### src/pkg/conv_seq_pkg.sv
package conv_seq_pkg;

  // command bytes (read / write)
  localparam logic [7:0] CMD_RD_GAIN   = 8'h27;
  localparam logic [7:0] CMD_WR_GAIN   = 8'h37;
  localparam logic [7:0] CMD_RD_IOFS   = 8'h28;
  localparam logic [7:0] CMD_WR_IOFS   = 8'h38;
  localparam logic [7:0] CMD_RD_QOFS   = 8'h29;
  localparam logic [7:0] CMD_WR_QOFS   = 8'h39;
  localparam logic [7:0] CMD_RD_CTL    = 8'h2A;
  localparam logic [7:0] CMD_WR_CTL    = 8'h3A;
  localparam logic [7:0] CMD_RD_DIV    = 8'h20;
  localparam logic [7:0] CMD_WR_DIV    = 8'h30;
  localparam logic [7:0] CMD_RD_STATUS = 8'h05;
  localparam logic [7:0] CMD_RD_DATA   = 8'h90;

  // values after reset
  localparam logic [2:0] GAIN_RESET = 3'h0;
  localparam logic [7:0] OFS_RESET  = 8'h00;
  localparam logic [7:0] CTL_RESET  = 8'h00;
  localparam logic [3:0] DIV_RESET  = 4'h0;

  // external clock divider: codes 0..11 give 12..1, above give 1
  localparam logic [3:0] DIV_CODE_LAST = 4'hB;

  // settling length in measurement clock periods
  localparam logic [11:0] SETTLE_LEN_0 = 12'h640;
  localparam logic [11:0] SETTLE_LEN_1 = 12'h900;
  localparam logic [11:0] SETTLE_LEN_2 = 12'hA60;

  // accumulated i/q samples
  localparam logic [4:0] SAMPLES_0 = 5'h04;
  localparam logic [4:0] SAMPLES_1 = 5'h08;
  localparam logic [4:0] SAMPLES_2 = 5'h10;

  // converter clock period in measurement clock periods
  localparam logic [4:0] ADC_DIV_0 = 5'h10;
  localparam logic [4:0] ADC_DIV_1 = 5'h08;
  localparam logic [4:0] ADC_DIV_2 = 5'h04;

  // converter clock periods per i/q sample pair
  localparam logic [4:0] PAIR_PERIODS = 5'h16;

  // spi frame: command byte ends at bit 7, write data byte at bit 15
  localparam logic [5:0] CMD_LAST_BIT  = 6'h07;
  localparam logic [5:0] DATA_LAST_BIT = 6'h0F;
  localparam logic [5:0] BIT_CNT_MAX   = 6'h3F;

  localparam int SAMPLE_WIDTH = 10;
  localparam int RESULT_WIDTH = 14;

  typedef enum logic [1:0] {
    RUN_RESET  = 2'b00,
    RUN_SINGLE = 2'b01,
    RUN_CONT   = 2'b10,
    RUN_STOP   = 2'b11
  } run_cmd_e;

  typedef enum logic [1:0] {
    SEQ_IDLE   = 2'b00,
    SEQ_SETTLE = 2'b01,
    SEQ_SAMPLE = 2'b10
  } seq_state_e;

  typedef struct packed {
    logic [1:0] settling_length_sel;
    logic [1:0] sample_count_sel;
    logic [1:0] clk_sel;
    logic [1:0] run_cmd;
  } conversion_control_s;

endpackage

### src/logic/measure_tick_gen.sv
`timescale 1ns/1ps
module measure_tick_gen #(
  parameter int DIV_WIDTH = 4
) (
  input  wire logic                 clk,
  input  wire logic                 rst_n,
  input  wire logic [DIV_WIDTH-1:0] divider_code,
  output logic                      tick
);

  // the count table below is built for a 4-bit code only
  if (DIV_WIDTH != 4)
  begin : g_width_check
    $error("measure_tick_gen: divider code must be 4 bits");
  end

  logic [3:0] cnt_reg;
  logic [3:0] cnt_next;
  logic       tick_reg;
  logic       tick_next;
  logic [3:0] last_cnt;

  always_comb
  begin
    // codes past the table all divide by one
    if (divider_code <= conv_seq_pkg::DIV_CODE_LAST)
      last_cnt = conv_seq_pkg::DIV_CODE_LAST - divider_code; // see RQ12
    else
      last_cnt = 4'h0;
    if (cnt_reg >= last_cnt)
    begin
      cnt_next  = 4'h0;
      tick_next = 1'b1;
    end
    else
    begin
      cnt_next  = cnt_reg + 4'h1;
      tick_next = 1'b0;
    end
  end

  always_ff @(posedge clk or negedge rst_n)
  begin
    if (!rst_n)
    begin
      cnt_reg  <= 4'h0;
      tick_reg <= 1'b0;
    end
    else
    begin
      cnt_reg  <= cnt_next;
      tick_reg <= tick_next;
    end
  end

  assign tick = tick_reg;

endmodule // measure_tick_gen

### src/logic/adc_conversion_sequencer.sv
// Summary of operation
// RQ1 - gain code 3-bit, write 37, read 27, reset 0
// RQ2 - gain code 000 highest, 111 lowest gain
// RQ3 - in-phase offset code: write 38, read 28
// RQ4 - quadrature offset code: write 39, read 29
// RQ5 - offset step lowers adc input 80 counts
// RQ6 - conversion control register: write 3A, read 2A
// RQ7 - bits 7:6 select settling length
// RQ8 - bits 5:4 select accumulated sample count
// RQ9 - results 12, 13 or 14 bits wide
// RQ10 - bits 3:2 select converter clock period
// RQ11 - bits 1:0 reset, single, continuous, stop
// RQ12 - measurement clock is divided clock, 1 to 12
// RQ13 - complete flag set at end, cleared by read/start
// RQ14 - settle then sample; continuous repeats until stopped
// RQ15 - each sample pair takes 22 converter periods
`timescale 1ns/1ps
module adc_conversion_sequencer (
  input  wire logic                                  clk,
  input  wire logic                                  rst_n,
  input  wire logic                                  spi_sclk,
  input  wire logic                                  spi_cs_n,
  input  wire logic                                  spi_mosi,
  output logic                                       spi_miso,
  output logic                                       spi_miso_oe,
  input  wire logic [conv_seq_pkg::SAMPLE_WIDTH-1:0] adc_i_sample,
  input  wire logic [conv_seq_pkg::SAMPLE_WIDTH-1:0] adc_q_sample,
  output logic [2:0]                                 amplifier_gain_code,
  output logic [7:0]                                 inphase_offset_code,
  output logic [7:0]                                 quadrature_offset_code,
  output logic                                       sample_strobe,
  output logic                                       conversion_busy,
  output logic                                       conversion_done
);

  localparam int RW = conv_seq_pkg::RESULT_WIDTH;

  // pin synchronisers
  logic [2:0] pin_s1_reg;
  logic [2:0] pin_s2_reg;
  logic       sclk_prev_reg;

  always_ff @(posedge clk or negedge rst_n)
  begin
    if (!rst_n)
    begin
      // idle pin levels: sclk low, cs_n high, so no false edge after reset
      pin_s1_reg    <= 3'h2;
      pin_s2_reg    <= 3'h2;
      sclk_prev_reg <= 1'b0;
    end
    else
    begin
      pin_s1_reg    <= {spi_sclk, spi_cs_n, spi_mosi};
      pin_s2_reg    <= pin_s1_reg;
      sclk_prev_reg <= pin_s2_reg[2];
    end
  end

  logic sclk_rise;
  logic cs_active;
  logic mosi_bit;
  assign sclk_rise = pin_s2_reg[2] & ~sclk_prev_reg;
  assign cs_active = ~pin_s2_reg[1];
  assign mosi_bit  = pin_s2_reg[0];

  // spi framing
  logic [5:0]  bit_cnt_reg;
  logic [5:0]  bit_cnt_next;
  logic [7:0]  cmd_reg;
  logic [7:0]  cmd_next;
  logic [7:0]  in_shift_reg;
  logic [7:0]  in_shift_next;
  logic [31:0] out_shift_reg;
  logic [31:0] out_shift_next;
  logic        wr_en;
  logic [7:0]  wr_data;
  logic        data_read;

  // configuration and sequencer state
  logic [2:0]                        gain_reg;
  logic [2:0]                        gain_next;
  logic [7:0]                        iofs_reg;
  logic [7:0]                        iofs_next;
  logic [7:0]                        qofs_reg;
  logic [7:0]                        qofs_next;
  conv_seq_pkg::conversion_control_s ctl_reg;
  conv_seq_pkg::conversion_control_s ctl_next;
  logic [3:0]                        div_reg;
  logic [3:0]                        div_next;
  conv_seq_pkg::seq_state_e          state_reg;
  conv_seq_pkg::seq_state_e          state_next;
  logic [11:0]                       settle_cnt_reg;
  logic [11:0]                       settle_cnt_next;
  logic [4:0]                        pre_cnt_reg;
  logic [4:0]                        pre_cnt_next;
  logic [4:0]                        phase_reg;
  logic [4:0]                        phase_next;
  logic [4:0]                        pair_cnt_reg;
  logic [4:0]                        pair_cnt_next;
  logic [RW-1:0]                     i_acc_reg;
  logic [RW-1:0]                     i_acc_next;
  logic [RW-1:0]                     q_acc_reg;
  logic [RW-1:0]                     q_acc_next;
  logic [RW-1:0]                     i_res_reg;
  logic [RW-1:0]                     i_res_next;
  logic [RW-1:0]                     q_res_reg;
  logic [RW-1:0]                     q_res_next;
  logic                              done_reg;
  logic                              done_next;
  logic                              strobe_reg;
  logic                              strobe_next;

  function automatic logic [31:0] read_value(input logic [7:0] cmd);
    logic [31:0] v;
    v = 32'h0000_0000;
    case (cmd)
      conv_seq_pkg::CMD_RD_GAIN:   v[26:24] = gain_reg; // see RQ1
      conv_seq_pkg::CMD_RD_IOFS:   v[31:24] = iofs_reg; // see RQ3
      conv_seq_pkg::CMD_RD_QOFS:   v[31:24] = qofs_reg; // see RQ4
      conv_seq_pkg::CMD_RD_CTL:    v[31:24] = ctl_reg; // see RQ6
      conv_seq_pkg::CMD_RD_DIV:    v[27:24] = div_reg;
      conv_seq_pkg::CMD_RD_STATUS: v[24]    = done_reg; // see RQ13
      conv_seq_pkg::CMD_RD_DATA:   v = {{(16-RW){1'b0}}, i_res_reg, {(16-RW){1'b0}}, q_res_reg};
      default:                     v = 32'h0000_0000;
    endcase
    return v;
  endfunction

  always_comb
  begin
    bit_cnt_next   = bit_cnt_reg;
    cmd_next       = cmd_reg;
    in_shift_next  = in_shift_reg;
    out_shift_next = out_shift_reg;
    wr_en          = 1'b0;
    wr_data        = {in_shift_reg[6:0], mosi_bit};
    data_read      = 1'b0;
    if (!cs_active)
      bit_cnt_next = 6'h00;
    else if (sclk_rise)
    begin
      in_shift_next = {in_shift_reg[6:0], mosi_bit};
      if (bit_cnt_reg != conv_seq_pkg::BIT_CNT_MAX)
        bit_cnt_next = bit_cnt_reg + 6'h01;
      if (bit_cnt_reg == conv_seq_pkg::CMD_LAST_BIT)
      begin
        // answer is loaded now and held until the host samples it
        cmd_next       = wr_data;
        out_shift_next = read_value(wr_data);
        data_read      = (wr_data == conv_seq_pkg::CMD_RD_DATA); // see RQ13
      end
      else if (bit_cnt_reg > conv_seq_pkg::CMD_LAST_BIT)
        out_shift_next = {out_shift_reg[30:0], 1'b0};
      if (bit_cnt_reg == conv_seq_pkg::DATA_LAST_BIT)
        wr_en = 1'b1;
    end
  end

  always_ff @(posedge clk or negedge rst_n)
  begin
    if (!rst_n)
    begin
      bit_cnt_reg   <= 6'h00;
      cmd_reg       <= 8'h00;
      in_shift_reg  <= 8'h00;
      out_shift_reg <= 32'h0000_0000;
    end
    else
    begin
      bit_cnt_reg   <= bit_cnt_next;
      cmd_reg       <= cmd_next;
      in_shift_reg  <= in_shift_next;
      out_shift_reg <= out_shift_next;
    end
  end

  logic mtick;
  measure_tick_gen #(
    .DIV_WIDTH (4)
  ) u_tick (
    .clk          (clk),
    .rst_n        (rst_n),
    .divider_code (div_reg),
    .tick         (mtick)
  );

  logic [11:0] settle_len;
  logic [4:0]  sample_cnt;
  logic [4:0]  adc_div;
  logic        ctl_wr;
  logic        start;
  logic        halt;
  logic        adc_tick;
  logic        set_done;

  always_comb
  begin
    case (ctl_reg.settling_length_sel) // see RQ7
      2'b01:   settle_len = conv_seq_pkg::SETTLE_LEN_1;
      2'b10:   settle_len = conv_seq_pkg::SETTLE_LEN_2;
      default: settle_len = conv_seq_pkg::SETTLE_LEN_0;
    endcase
    case (ctl_reg.sample_count_sel) // see RQ8
      2'b01:   sample_cnt = conv_seq_pkg::SAMPLES_1;
      2'b10:   sample_cnt = conv_seq_pkg::SAMPLES_2;
      default: sample_cnt = conv_seq_pkg::SAMPLES_0;
    endcase
    case (ctl_reg.clk_sel) // see RQ10
      2'b01:   adc_div = conv_seq_pkg::ADC_DIV_1;
      2'b10:   adc_div = conv_seq_pkg::ADC_DIV_2;
      default: adc_div = conv_seq_pkg::ADC_DIV_0;
    endcase
  end

  always_comb
  begin
    ctl_wr    = wr_en && (cmd_reg == conv_seq_pkg::CMD_WR_CTL);
    start     = ctl_wr && (wr_data[1:0] == conv_seq_pkg::RUN_SINGLE || wr_data[1:0] == conv_seq_pkg::RUN_CONT);
    halt      = ctl_wr && !start; // see RQ11
    gain_next = (wr_en && cmd_reg == conv_seq_pkg::CMD_WR_GAIN) ? wr_data[2:0] : gain_reg; // see RQ1
    iofs_next = (wr_en && cmd_reg == conv_seq_pkg::CMD_WR_IOFS) ? wr_data : iofs_reg; // see RQ3
    qofs_next = (wr_en && cmd_reg == conv_seq_pkg::CMD_WR_QOFS) ? wr_data : qofs_reg; // see RQ4
    div_next  = (wr_en && cmd_reg == conv_seq_pkg::CMD_WR_DIV) ? wr_data[3:0] : div_reg; // see RQ12
    ctl_next  = ctl_wr ? wr_data : ctl_reg; // see RQ6
    adc_tick  = mtick && (pre_cnt_reg == adc_div - 5'h01);
    state_next      = state_reg;
    settle_cnt_next = settle_cnt_reg;
    pre_cnt_next    = pre_cnt_reg;
    phase_next      = phase_reg;
    pair_cnt_next   = pair_cnt_reg;
    i_acc_next      = i_acc_reg;
    q_acc_next      = q_acc_reg;
    i_res_next      = i_res_reg;
    q_res_next      = q_res_reg;
    set_done        = 1'b0;
    strobe_next     = 1'b0;
    if (mtick)
      pre_cnt_next = adc_tick ? 5'h00 : pre_cnt_reg + 5'h01;
    case (state_reg)
      conv_seq_pkg::SEQ_SETTLE:
      begin
        if (mtick)
        begin
          settle_cnt_next = settle_cnt_reg + 12'h001;
          if (settle_cnt_reg == settle_len - 12'h001) // see RQ14
          begin
            state_next    = conv_seq_pkg::SEQ_SAMPLE;
            pre_cnt_next  = 5'h00;
            phase_next    = 5'h00;
            pair_cnt_next = 5'h00;
            i_acc_next    = '0;
            q_acc_next    = '0;
          end
        end
      end
      conv_seq_pkg::SEQ_SAMPLE:
      begin
        if (adc_tick)
        begin
          phase_next = phase_reg + 5'h01;
          if (phase_reg == conv_seq_pkg::PAIR_PERIODS - 5'h01) // see RQ15
          begin
            // analog gain and offset act before these samples; 10-bit samples keep widths exact
            i_acc_next    = i_acc_reg + RW'(adc_i_sample); // see RQ9
            q_acc_next    = q_acc_reg + RW'(adc_q_sample); // see RQ9
            strobe_next   = 1'b1;
            phase_next    = 5'h00;
            pair_cnt_next = pair_cnt_reg + 5'h01;
            if (pair_cnt_reg == sample_cnt - 5'h01)
            begin
              i_res_next      = i_acc_next;
              q_res_next      = q_acc_next;
              set_done        = 1'b1; // see RQ13
              settle_cnt_next = 12'h000;
              state_next      = (ctl_reg.run_cmd == conv_seq_pkg::RUN_CONT) ?
                                conv_seq_pkg::SEQ_SETTLE : conv_seq_pkg::SEQ_IDLE; // see RQ14
            end
          end
        end
      end
      default:
        state_next = conv_seq_pkg::SEQ_IDLE;
    endcase
    if (start)
    begin
      state_next      = conv_seq_pkg::SEQ_SETTLE; // see RQ11
      settle_cnt_next = 12'h000;
      pre_cnt_next    = 5'h00;
    end
    else if (halt)
      state_next = conv_seq_pkg::SEQ_IDLE; // see RQ11
    if (ctl_wr && wr_data[1:0] == conv_seq_pkg::RUN_RESET)
    begin
      // dsp reset drops results as well as stopping
      i_acc_next = '0;
      q_acc_next = '0;
      i_res_next = '0;
      q_res_next = '0;
    end
    // a completion in the same cycle as a clear wins
    if (set_done)
      done_next = 1'b1;
    else if (start || data_read || (ctl_wr && wr_data[1:0] == conv_seq_pkg::RUN_RESET))
      done_next = 1'b0; // see RQ13
    else
      done_next = done_reg;
  end

  always_ff @(posedge clk or negedge rst_n)
  begin
    if (!rst_n)
    begin
      gain_reg       <= conv_seq_pkg::GAIN_RESET;
      iofs_reg       <= conv_seq_pkg::OFS_RESET;
      qofs_reg       <= conv_seq_pkg::OFS_RESET;
      ctl_reg        <= conv_seq_pkg::CTL_RESET;
      div_reg        <= conv_seq_pkg::DIV_RESET;
      state_reg      <= conv_seq_pkg::SEQ_IDLE;
      settle_cnt_reg <= 12'h000;
      pre_cnt_reg    <= 5'h00;
      phase_reg      <= 5'h00;
      pair_cnt_reg   <= 5'h00;
      i_acc_reg      <= '0;
      q_acc_reg      <= '0;
      i_res_reg      <= '0;
      q_res_reg      <= '0;
      done_reg       <= 1'b0;
      strobe_reg     <= 1'b0;
    end
    else
    begin
      gain_reg       <= gain_next;
      iofs_reg       <= iofs_next;
      qofs_reg       <= qofs_next;
      ctl_reg        <= ctl_next;
      div_reg        <= div_next;
      state_reg      <= state_next;
      settle_cnt_reg <= settle_cnt_next;
      pre_cnt_reg    <= pre_cnt_next;
      phase_reg      <= phase_next;
      pair_cnt_reg   <= pair_cnt_next;
      i_acc_reg      <= i_acc_next;
      q_acc_reg      <= q_acc_next;
      i_res_reg      <= i_res_next;
      q_res_reg      <= q_res_next;
      done_reg       <= done_next;
      strobe_reg     <= strobe_next;
    end
  end

  assign spi_miso               = out_shift_reg[31];
  assign spi_miso_oe            = cs_active;
  assign amplifier_gain_code    = gain_reg; // see RQ2
  assign inphase_offset_code    = iofs_reg; // see RQ5
  assign quadrature_offset_code = qofs_reg; // see RQ5
  assign sample_strobe          = strobe_reg;
  assign conversion_busy        = (state_reg != conv_seq_pkg::SEQ_IDLE);
  assign conversion_done        = done_reg;

endmodule // adc_conversion_sequencer

### config.mk
export PLATFORM = sky130hd
export DESIGN_NAME = adc_conversion_sequencer
export DESIGN_NICKNAME = d
export VERILOG_FILES = /design/src/pkg/conv_seq_pkg.sv /design/src/logic/measure_tick_gen.sv /design/src/logic/adc_conversion_sequencer.sv
export SDC_FILE = /design/constraint.sdc
export NUM_CORES = 1
export LEC_CHECK = 0
export BUFFER_PORTS_ARGS = -buffer_cell sky130_fd_sc_hd__buf_4
export CORE_MARGIN = 2
export CORE_UTILIZATION = 40
export DETAILED_ROUTE_END_ITERATION = 8
export GPL_ROUTABILITY_DRIVEN = 0
export HOLD_SLACK_MARGIN = 0.03
export PLACE_DENSITY_LB_ADDON = 0.15
export SETUP_SLACK_MARGIN = 0.5
export SLEW_MARGIN = 20
export SYNTH_ARGS = -nofsm -noshare
export SYNTH_HDL_FRONTEND = slang
export SYNTH_SLANG_ARGS = --single-unit
### constraint.sdc
create_clock -name clk -period 3.18 [get_ports clk]
set_input_delay 0.159 -clock clk [delete_from_list [all_inputs] [get_ports clk]]
set_output_delay 0.159 -clock clk [all_outputs]
set_load 0.03 [all_outputs]
==> report_table.html <==
<table>
<tr><th>Metric</th><th>Value</th></tr>
<tr><th colspan="2">Logic synthesis</th></tr>
<tr><td>Fraction of registers with async set or reset after synthesis</td><td>1.00</td></tr>
<tr><td>Top FF cell, synth</td><td>dfrtp_1</td></tr>
<tr><td>Warnings from Yosys</td><td>0</td></tr>
<tr><td>Number of enable flip-flop cells after synthesis</td><td>0</td></tr>
<tr><td>Post-synthesis xor/xnor area fraction</td><td>0.0299</td></tr>
<tr><td>Synthesized cell area</td><td>9650 µm²</td></tr>
<tr><td>Share of synthesized area occupied by flip-flops and latches</td><td>0.475</td></tr>
<tr><td>Dominant combinational cell family by area after synthesis</td><td>simple AND/OR/NAND/NOR gates</td></tr>
<tr><td>Synthesized-area fraction occupied by ao, oa, aoi and oai cells</td><td>0.175</td></tr>
<tr><td>Post-synth cell types</td><td>69</td></tr>
<tr><td>Syn Nets</td><td>1073</td></tr>
<tr><td>Synthesized flop and latch total</td><td>183</td></tr>
<tr><td>Mux share of post-synthesis cell area</td><td>0.0459</td></tr>
<tr><td>Area fraction in and, or, nand and nor cells after synthesis</td><td>0.180</td></tr>
<tr><td>Arithmetic-cell share of the synthesized area counting full adders, half adders and majority gates</td><td>0.0625</td></tr>
<tr><td>Avg Synthesized Cell Area</td><td>9.64 µm²</td></tr>
<tr><td>Cells after synthesis</td><td>1001</td></tr>
<tr><th colspan="2">Die</th></tr>
<tr><td>Core area</td><td>23600 µm²</td></tr>
<tr><td>Width of the chip</td><td>159 µm</td></tr>
<tr><td>Die Y</td><td>159 µm</td></tr>
<tr><td>Starting Density</td><td>0.409</td></tr>
<tr><td>Number of rows in the core area</td><td>56</td></tr>
<tr><td>Boundary Pins</td><td>49</td></tr>
<tr><td>Die Area</td><td>25400 µm²</td></tr>
<tr><th colspan="2">Place</th></tr>
<tr><td>Setup WS pre-CTS</td><td>0.364 ns</td></tr>
<tr><td>Number of I/O port buffers</td><td>48</td></tr>
<tr><td>DPL Wire Length</td><td>17.0 mm</td></tr>
<tr><th colspan="2">Layout</th></tr>
<tr><td>Most common library cell in the layout ignoring fill and taps</td><td>dfrtp_1</td></tr>
<tr><td>Most used cells in the layout excluding fill and tap cells</td><td>181 x dfrtp_1, 140 x nand2_1, 91 x o21ai_0, 75 x buf_4, 60 x nor2_1</td></tr>
<tr><td># fillers</td><td>2219</td></tr>
<tr><td>Flip-flop count of the largest register after layout</td><td>32</td></tr>
<tr><td>Area overhead of the layout relative to synthesis</td><td>15.9%</td></tr>
<tr><td>Inserted Diodes</td><td>0</td></tr>
<tr><td>Fraction of layout cells with a size suffix above 1</td><td>0.158</td></tr>
<tr><td>Core Util, Final</td><td>0.474</td></tr>
<tr><td>Number of nets in the layout</td><td>1126</td></tr>
<tr><th colspan="2">Pwr</th></tr>
<tr><td>PwrDens</td><td>439 nW/µm²</td></tr>
<tr><td>Maximum resistive drop on vdd</td><td>0.274 mV</td></tr>
<tr><td>Static Leak</td><td>4.92 nW</td></tr>
<tr><th colspan="2">Run status</th></tr>
<tr><td>Outcome</td><td>finished, final reports clean</td></tr>
<tr><th colspan="2">Global routing</th></tr>
<tr><td>Global-route wire length before repair</td><td>40.1 mm</td></tr>
<tr><td>Number of antenna violations at the first check in global routing</td><td>0</td></tr>
<tr><td>Remaining Overflow, GRT</td><td>0</td></tr>
<tr><td>Vias in the first global route</td><td>7356</td></tr>
<tr><td>Largest net degree at the start of global routing</td><td>79</td></tr>
<tr><td>Global-route usage over all layers</td><td>0.197</td></tr>
<tr><th colspan="2">STA</th></tr>
<tr><td>Final Slew Violations</td><td>0</td></tr>
<tr><td>Largest clock skew in the final design</td><td>0.0123 ns</td></tr>
<tr><td>Final worst-path setup slack</td><td>0.580 ns</td></tr>
<tr><td>RSZ-0062 raised after global routing</td><td>yes</td></tr>
<tr><td>Fmax</td><td>0.385 GHz</td></tr>
<tr><td>Worst Max-Slew Pin Slew</td><td>0.800 ns</td></tr>
<tr><td>Setup TNS Final</td><td>0 ns</td></tr>
<tr><td>Final setup violating endpoints</td><td>0</td></tr>
<tr><td>Post-layout min period</td><td>2.60 ns</td></tr>
<tr><td>Period utilization</td><td>0.818</td></tr>
<tr><td>Max-slew headroom</td><td>0.464</td></tr>
<tr><td>Hold Violations, Final</td><td>0</td></tr>
<tr><th colspan="2">Setup path</th></tr>
<tr><td>Element type at the critical path end</td><td>register</td></tr>
<tr><td>Reg2reg setup slack</td><td>0.58 ns</td></tr>
<tr><td>CP arrival</td><td>2.95 ns</td></tr>
<tr><td>Kind of launch point of the worst setup path</td><td>register</td></tr>
<tr><td>Critical path fanouts, max</td><td>6</td></tr>
<tr><td>Required time of the critical path</td><td>3.53 ns</td></tr>
<tr><td>Startpoint-to-endpoint class of the critical path</td><td>reg -&gt; reg</td></tr>
<tr><th colspan="2">Clock network</th></tr>
<tr><td>Number of buffers added by the clock tree synthesis step</td><td>17</td></tr>
<tr><td>Root buf cell</td><td>clkbuf_16</td></tr>
<tr><td>CTS tree</td><td>yes</td></tr>
<tr><td>Clock-pin slew reported for the worst setup and hold paths after clock tree synthesis</td><td>0.07 ns</td></tr>
<tr><td>Clock insertion delay at the later pin of the skew report</td><td>0.44 ns</td></tr>
<tr><td>Max clock buf depth</td><td>2</td></tr>
<tr><td>Number of H-tree branching levels</td><td>4</td></tr>
<tr><td>Clk sinks</td><td>183</td></tr>
<tr><th colspan="2">Detailed routing</th></tr>
<tr><td>Residual DRC</td><td>0</td></tr>
<tr><td>Length of the first detailed-routing pass in iterations</td><td>7</td></tr>
<tr><td>Drt initial violations</td><td>565</td></tr>
<tr><td>Final antenna-violating net count</td><td>0</td></tr>
<tr><td>Post-detailed-route via-to-cell ratio</td><td>5.53</td></tr>
<tr><td>Detailed-route wire length per cell</td><td>17.7 µm</td></tr>
<tr><td>Via count of the routed design</td><td>7658</td></tr>
<tr><td>Aggregate routed wire length</td><td>24.5 mm</td></tr>
<tr><th colspan="2">Min path</th></tr>
<tr><td>Min-delay worst type</td><td>in -&gt; reg</td></tr>
<tr><th colspan="2">Job</th></tr>
<tr><td>Count of max-cap constraint violations</td><td>0</td></tr>
</table>
## per-stage QoR
step | std cells | power, mW | hold slack, ns | area, µm²
after CTS | 1386 | 4.97 | 0.204 | 11100
after global placement | 1345 | 2.88 | 0.243 | 10400
after floorplan | 1001 | 2.69 | -0.137 | 9650
after detailed placement | 1345 | 2.88 | 0.244 | 10400
final | 1386 | 4.91 | 0.208 | 11200
after global routing | 1386 | 5.12 | 0.242 | 11200
## worst max-delay path, cell delays in order, from the launching register on
cell     delay (ns)
dfrtp_1        0.36
inv_1          0.06
ha_1           0.29
xor2_1         0.14
or4_4          0.54
or4_4          0.61
or3_4          0.41
a21oi_1        0.12
## power breakdown
| part | switching [mW] | internal (mW) | total (mW) |
|---|---|---|---|
| clock network | 1.02 | 1.06 | 2.08 |
| registers | 0.106 | 2.36 | 2.47 |
| logic | 0.217 | 0.150 | 0.367 |
| total | 1.34 | 3.57 | 4.91 |
## per-layer routing
layer  global-route usage  vias up  wire length, µm
li1                     -     3730                -
met1                0.270     3739            11300
met2                0.323      168            11800
met3               0.0339       21             1100
met4               0.0554        0              319
met5                    0        -                0
## synth_stat cells, drive strengths merged (10+ instances only)
cell | n | area, µm²
dfrtp | 181 | 4530
nand2 | 141 | 529
o21ai | 93 | 465
nor2 | 61 | 229
a21oi | 53 | 269
ha | 45 | 563
clkbuf | 40 | 151
mux2 | 34 | 383
nand3 | 30 | 150
inv | 26 | 97.6
a22oi | 23 | 173
xor2 | 19 | 166
a31oi | 18 | 113
nor3 | 17 | 85.1
or3 | 15 | 93.8
and2 | 14 | 87.6
xnor2 | 14 | 123
a21o | 12 | 90.1
buf | 10 | 62.6
## layout make-up
cell class                 count  area [µm²]  area share
timing repair buffer          83         668      0.0597
clock buffer                  18         439      0.0393
clock inverter                14         129      0.0115
tap                          319         399      0.0357
inverter                      26        97.6     0.00873
multi-input combinational    743        4870       0.435
sequential                   183        4580       0.410
## final timing paths
check,startpoint,endpoint,depth (start not counted)
max,ctl_reg[2],i_res_reg[6],7
min,adc_i_sample[0],i_res_reg[0],4
max reg2reg,ctl_reg[2],i_res_reg[6],7
min reg2reg,pin_s1_reg[2],pin_s2_reg[2],0
max in group asynchronous,rst_n,pin_s2_reg[1],3
min in group asynchronous,rst_n,settle_cnt_reg[3],2
## what timing repair did
item / CTS / global route
setup endpoints to repair: 31 / 39
gates cloned: 1 / 0
hold buffers: 4 / 0
hold endpoints to repair: 77 / 0
resized for setup: 6 / 15
setup buffers: 4 / 0
pin swaps: 1 / 6
## cell families (layout without fill, tap and decap cells)
kind of cell | after synthesis | after routing
flops | 183 | 183
simple gates | 354 | 355
fa+ha+maj | 47 | 47
compound gates | 268 | 268
xor+xnor | 33 | 33
buf+inv | 76 | 141
mux | 40 | 40
Note: power is estimated with default switching activity, not from simulation.
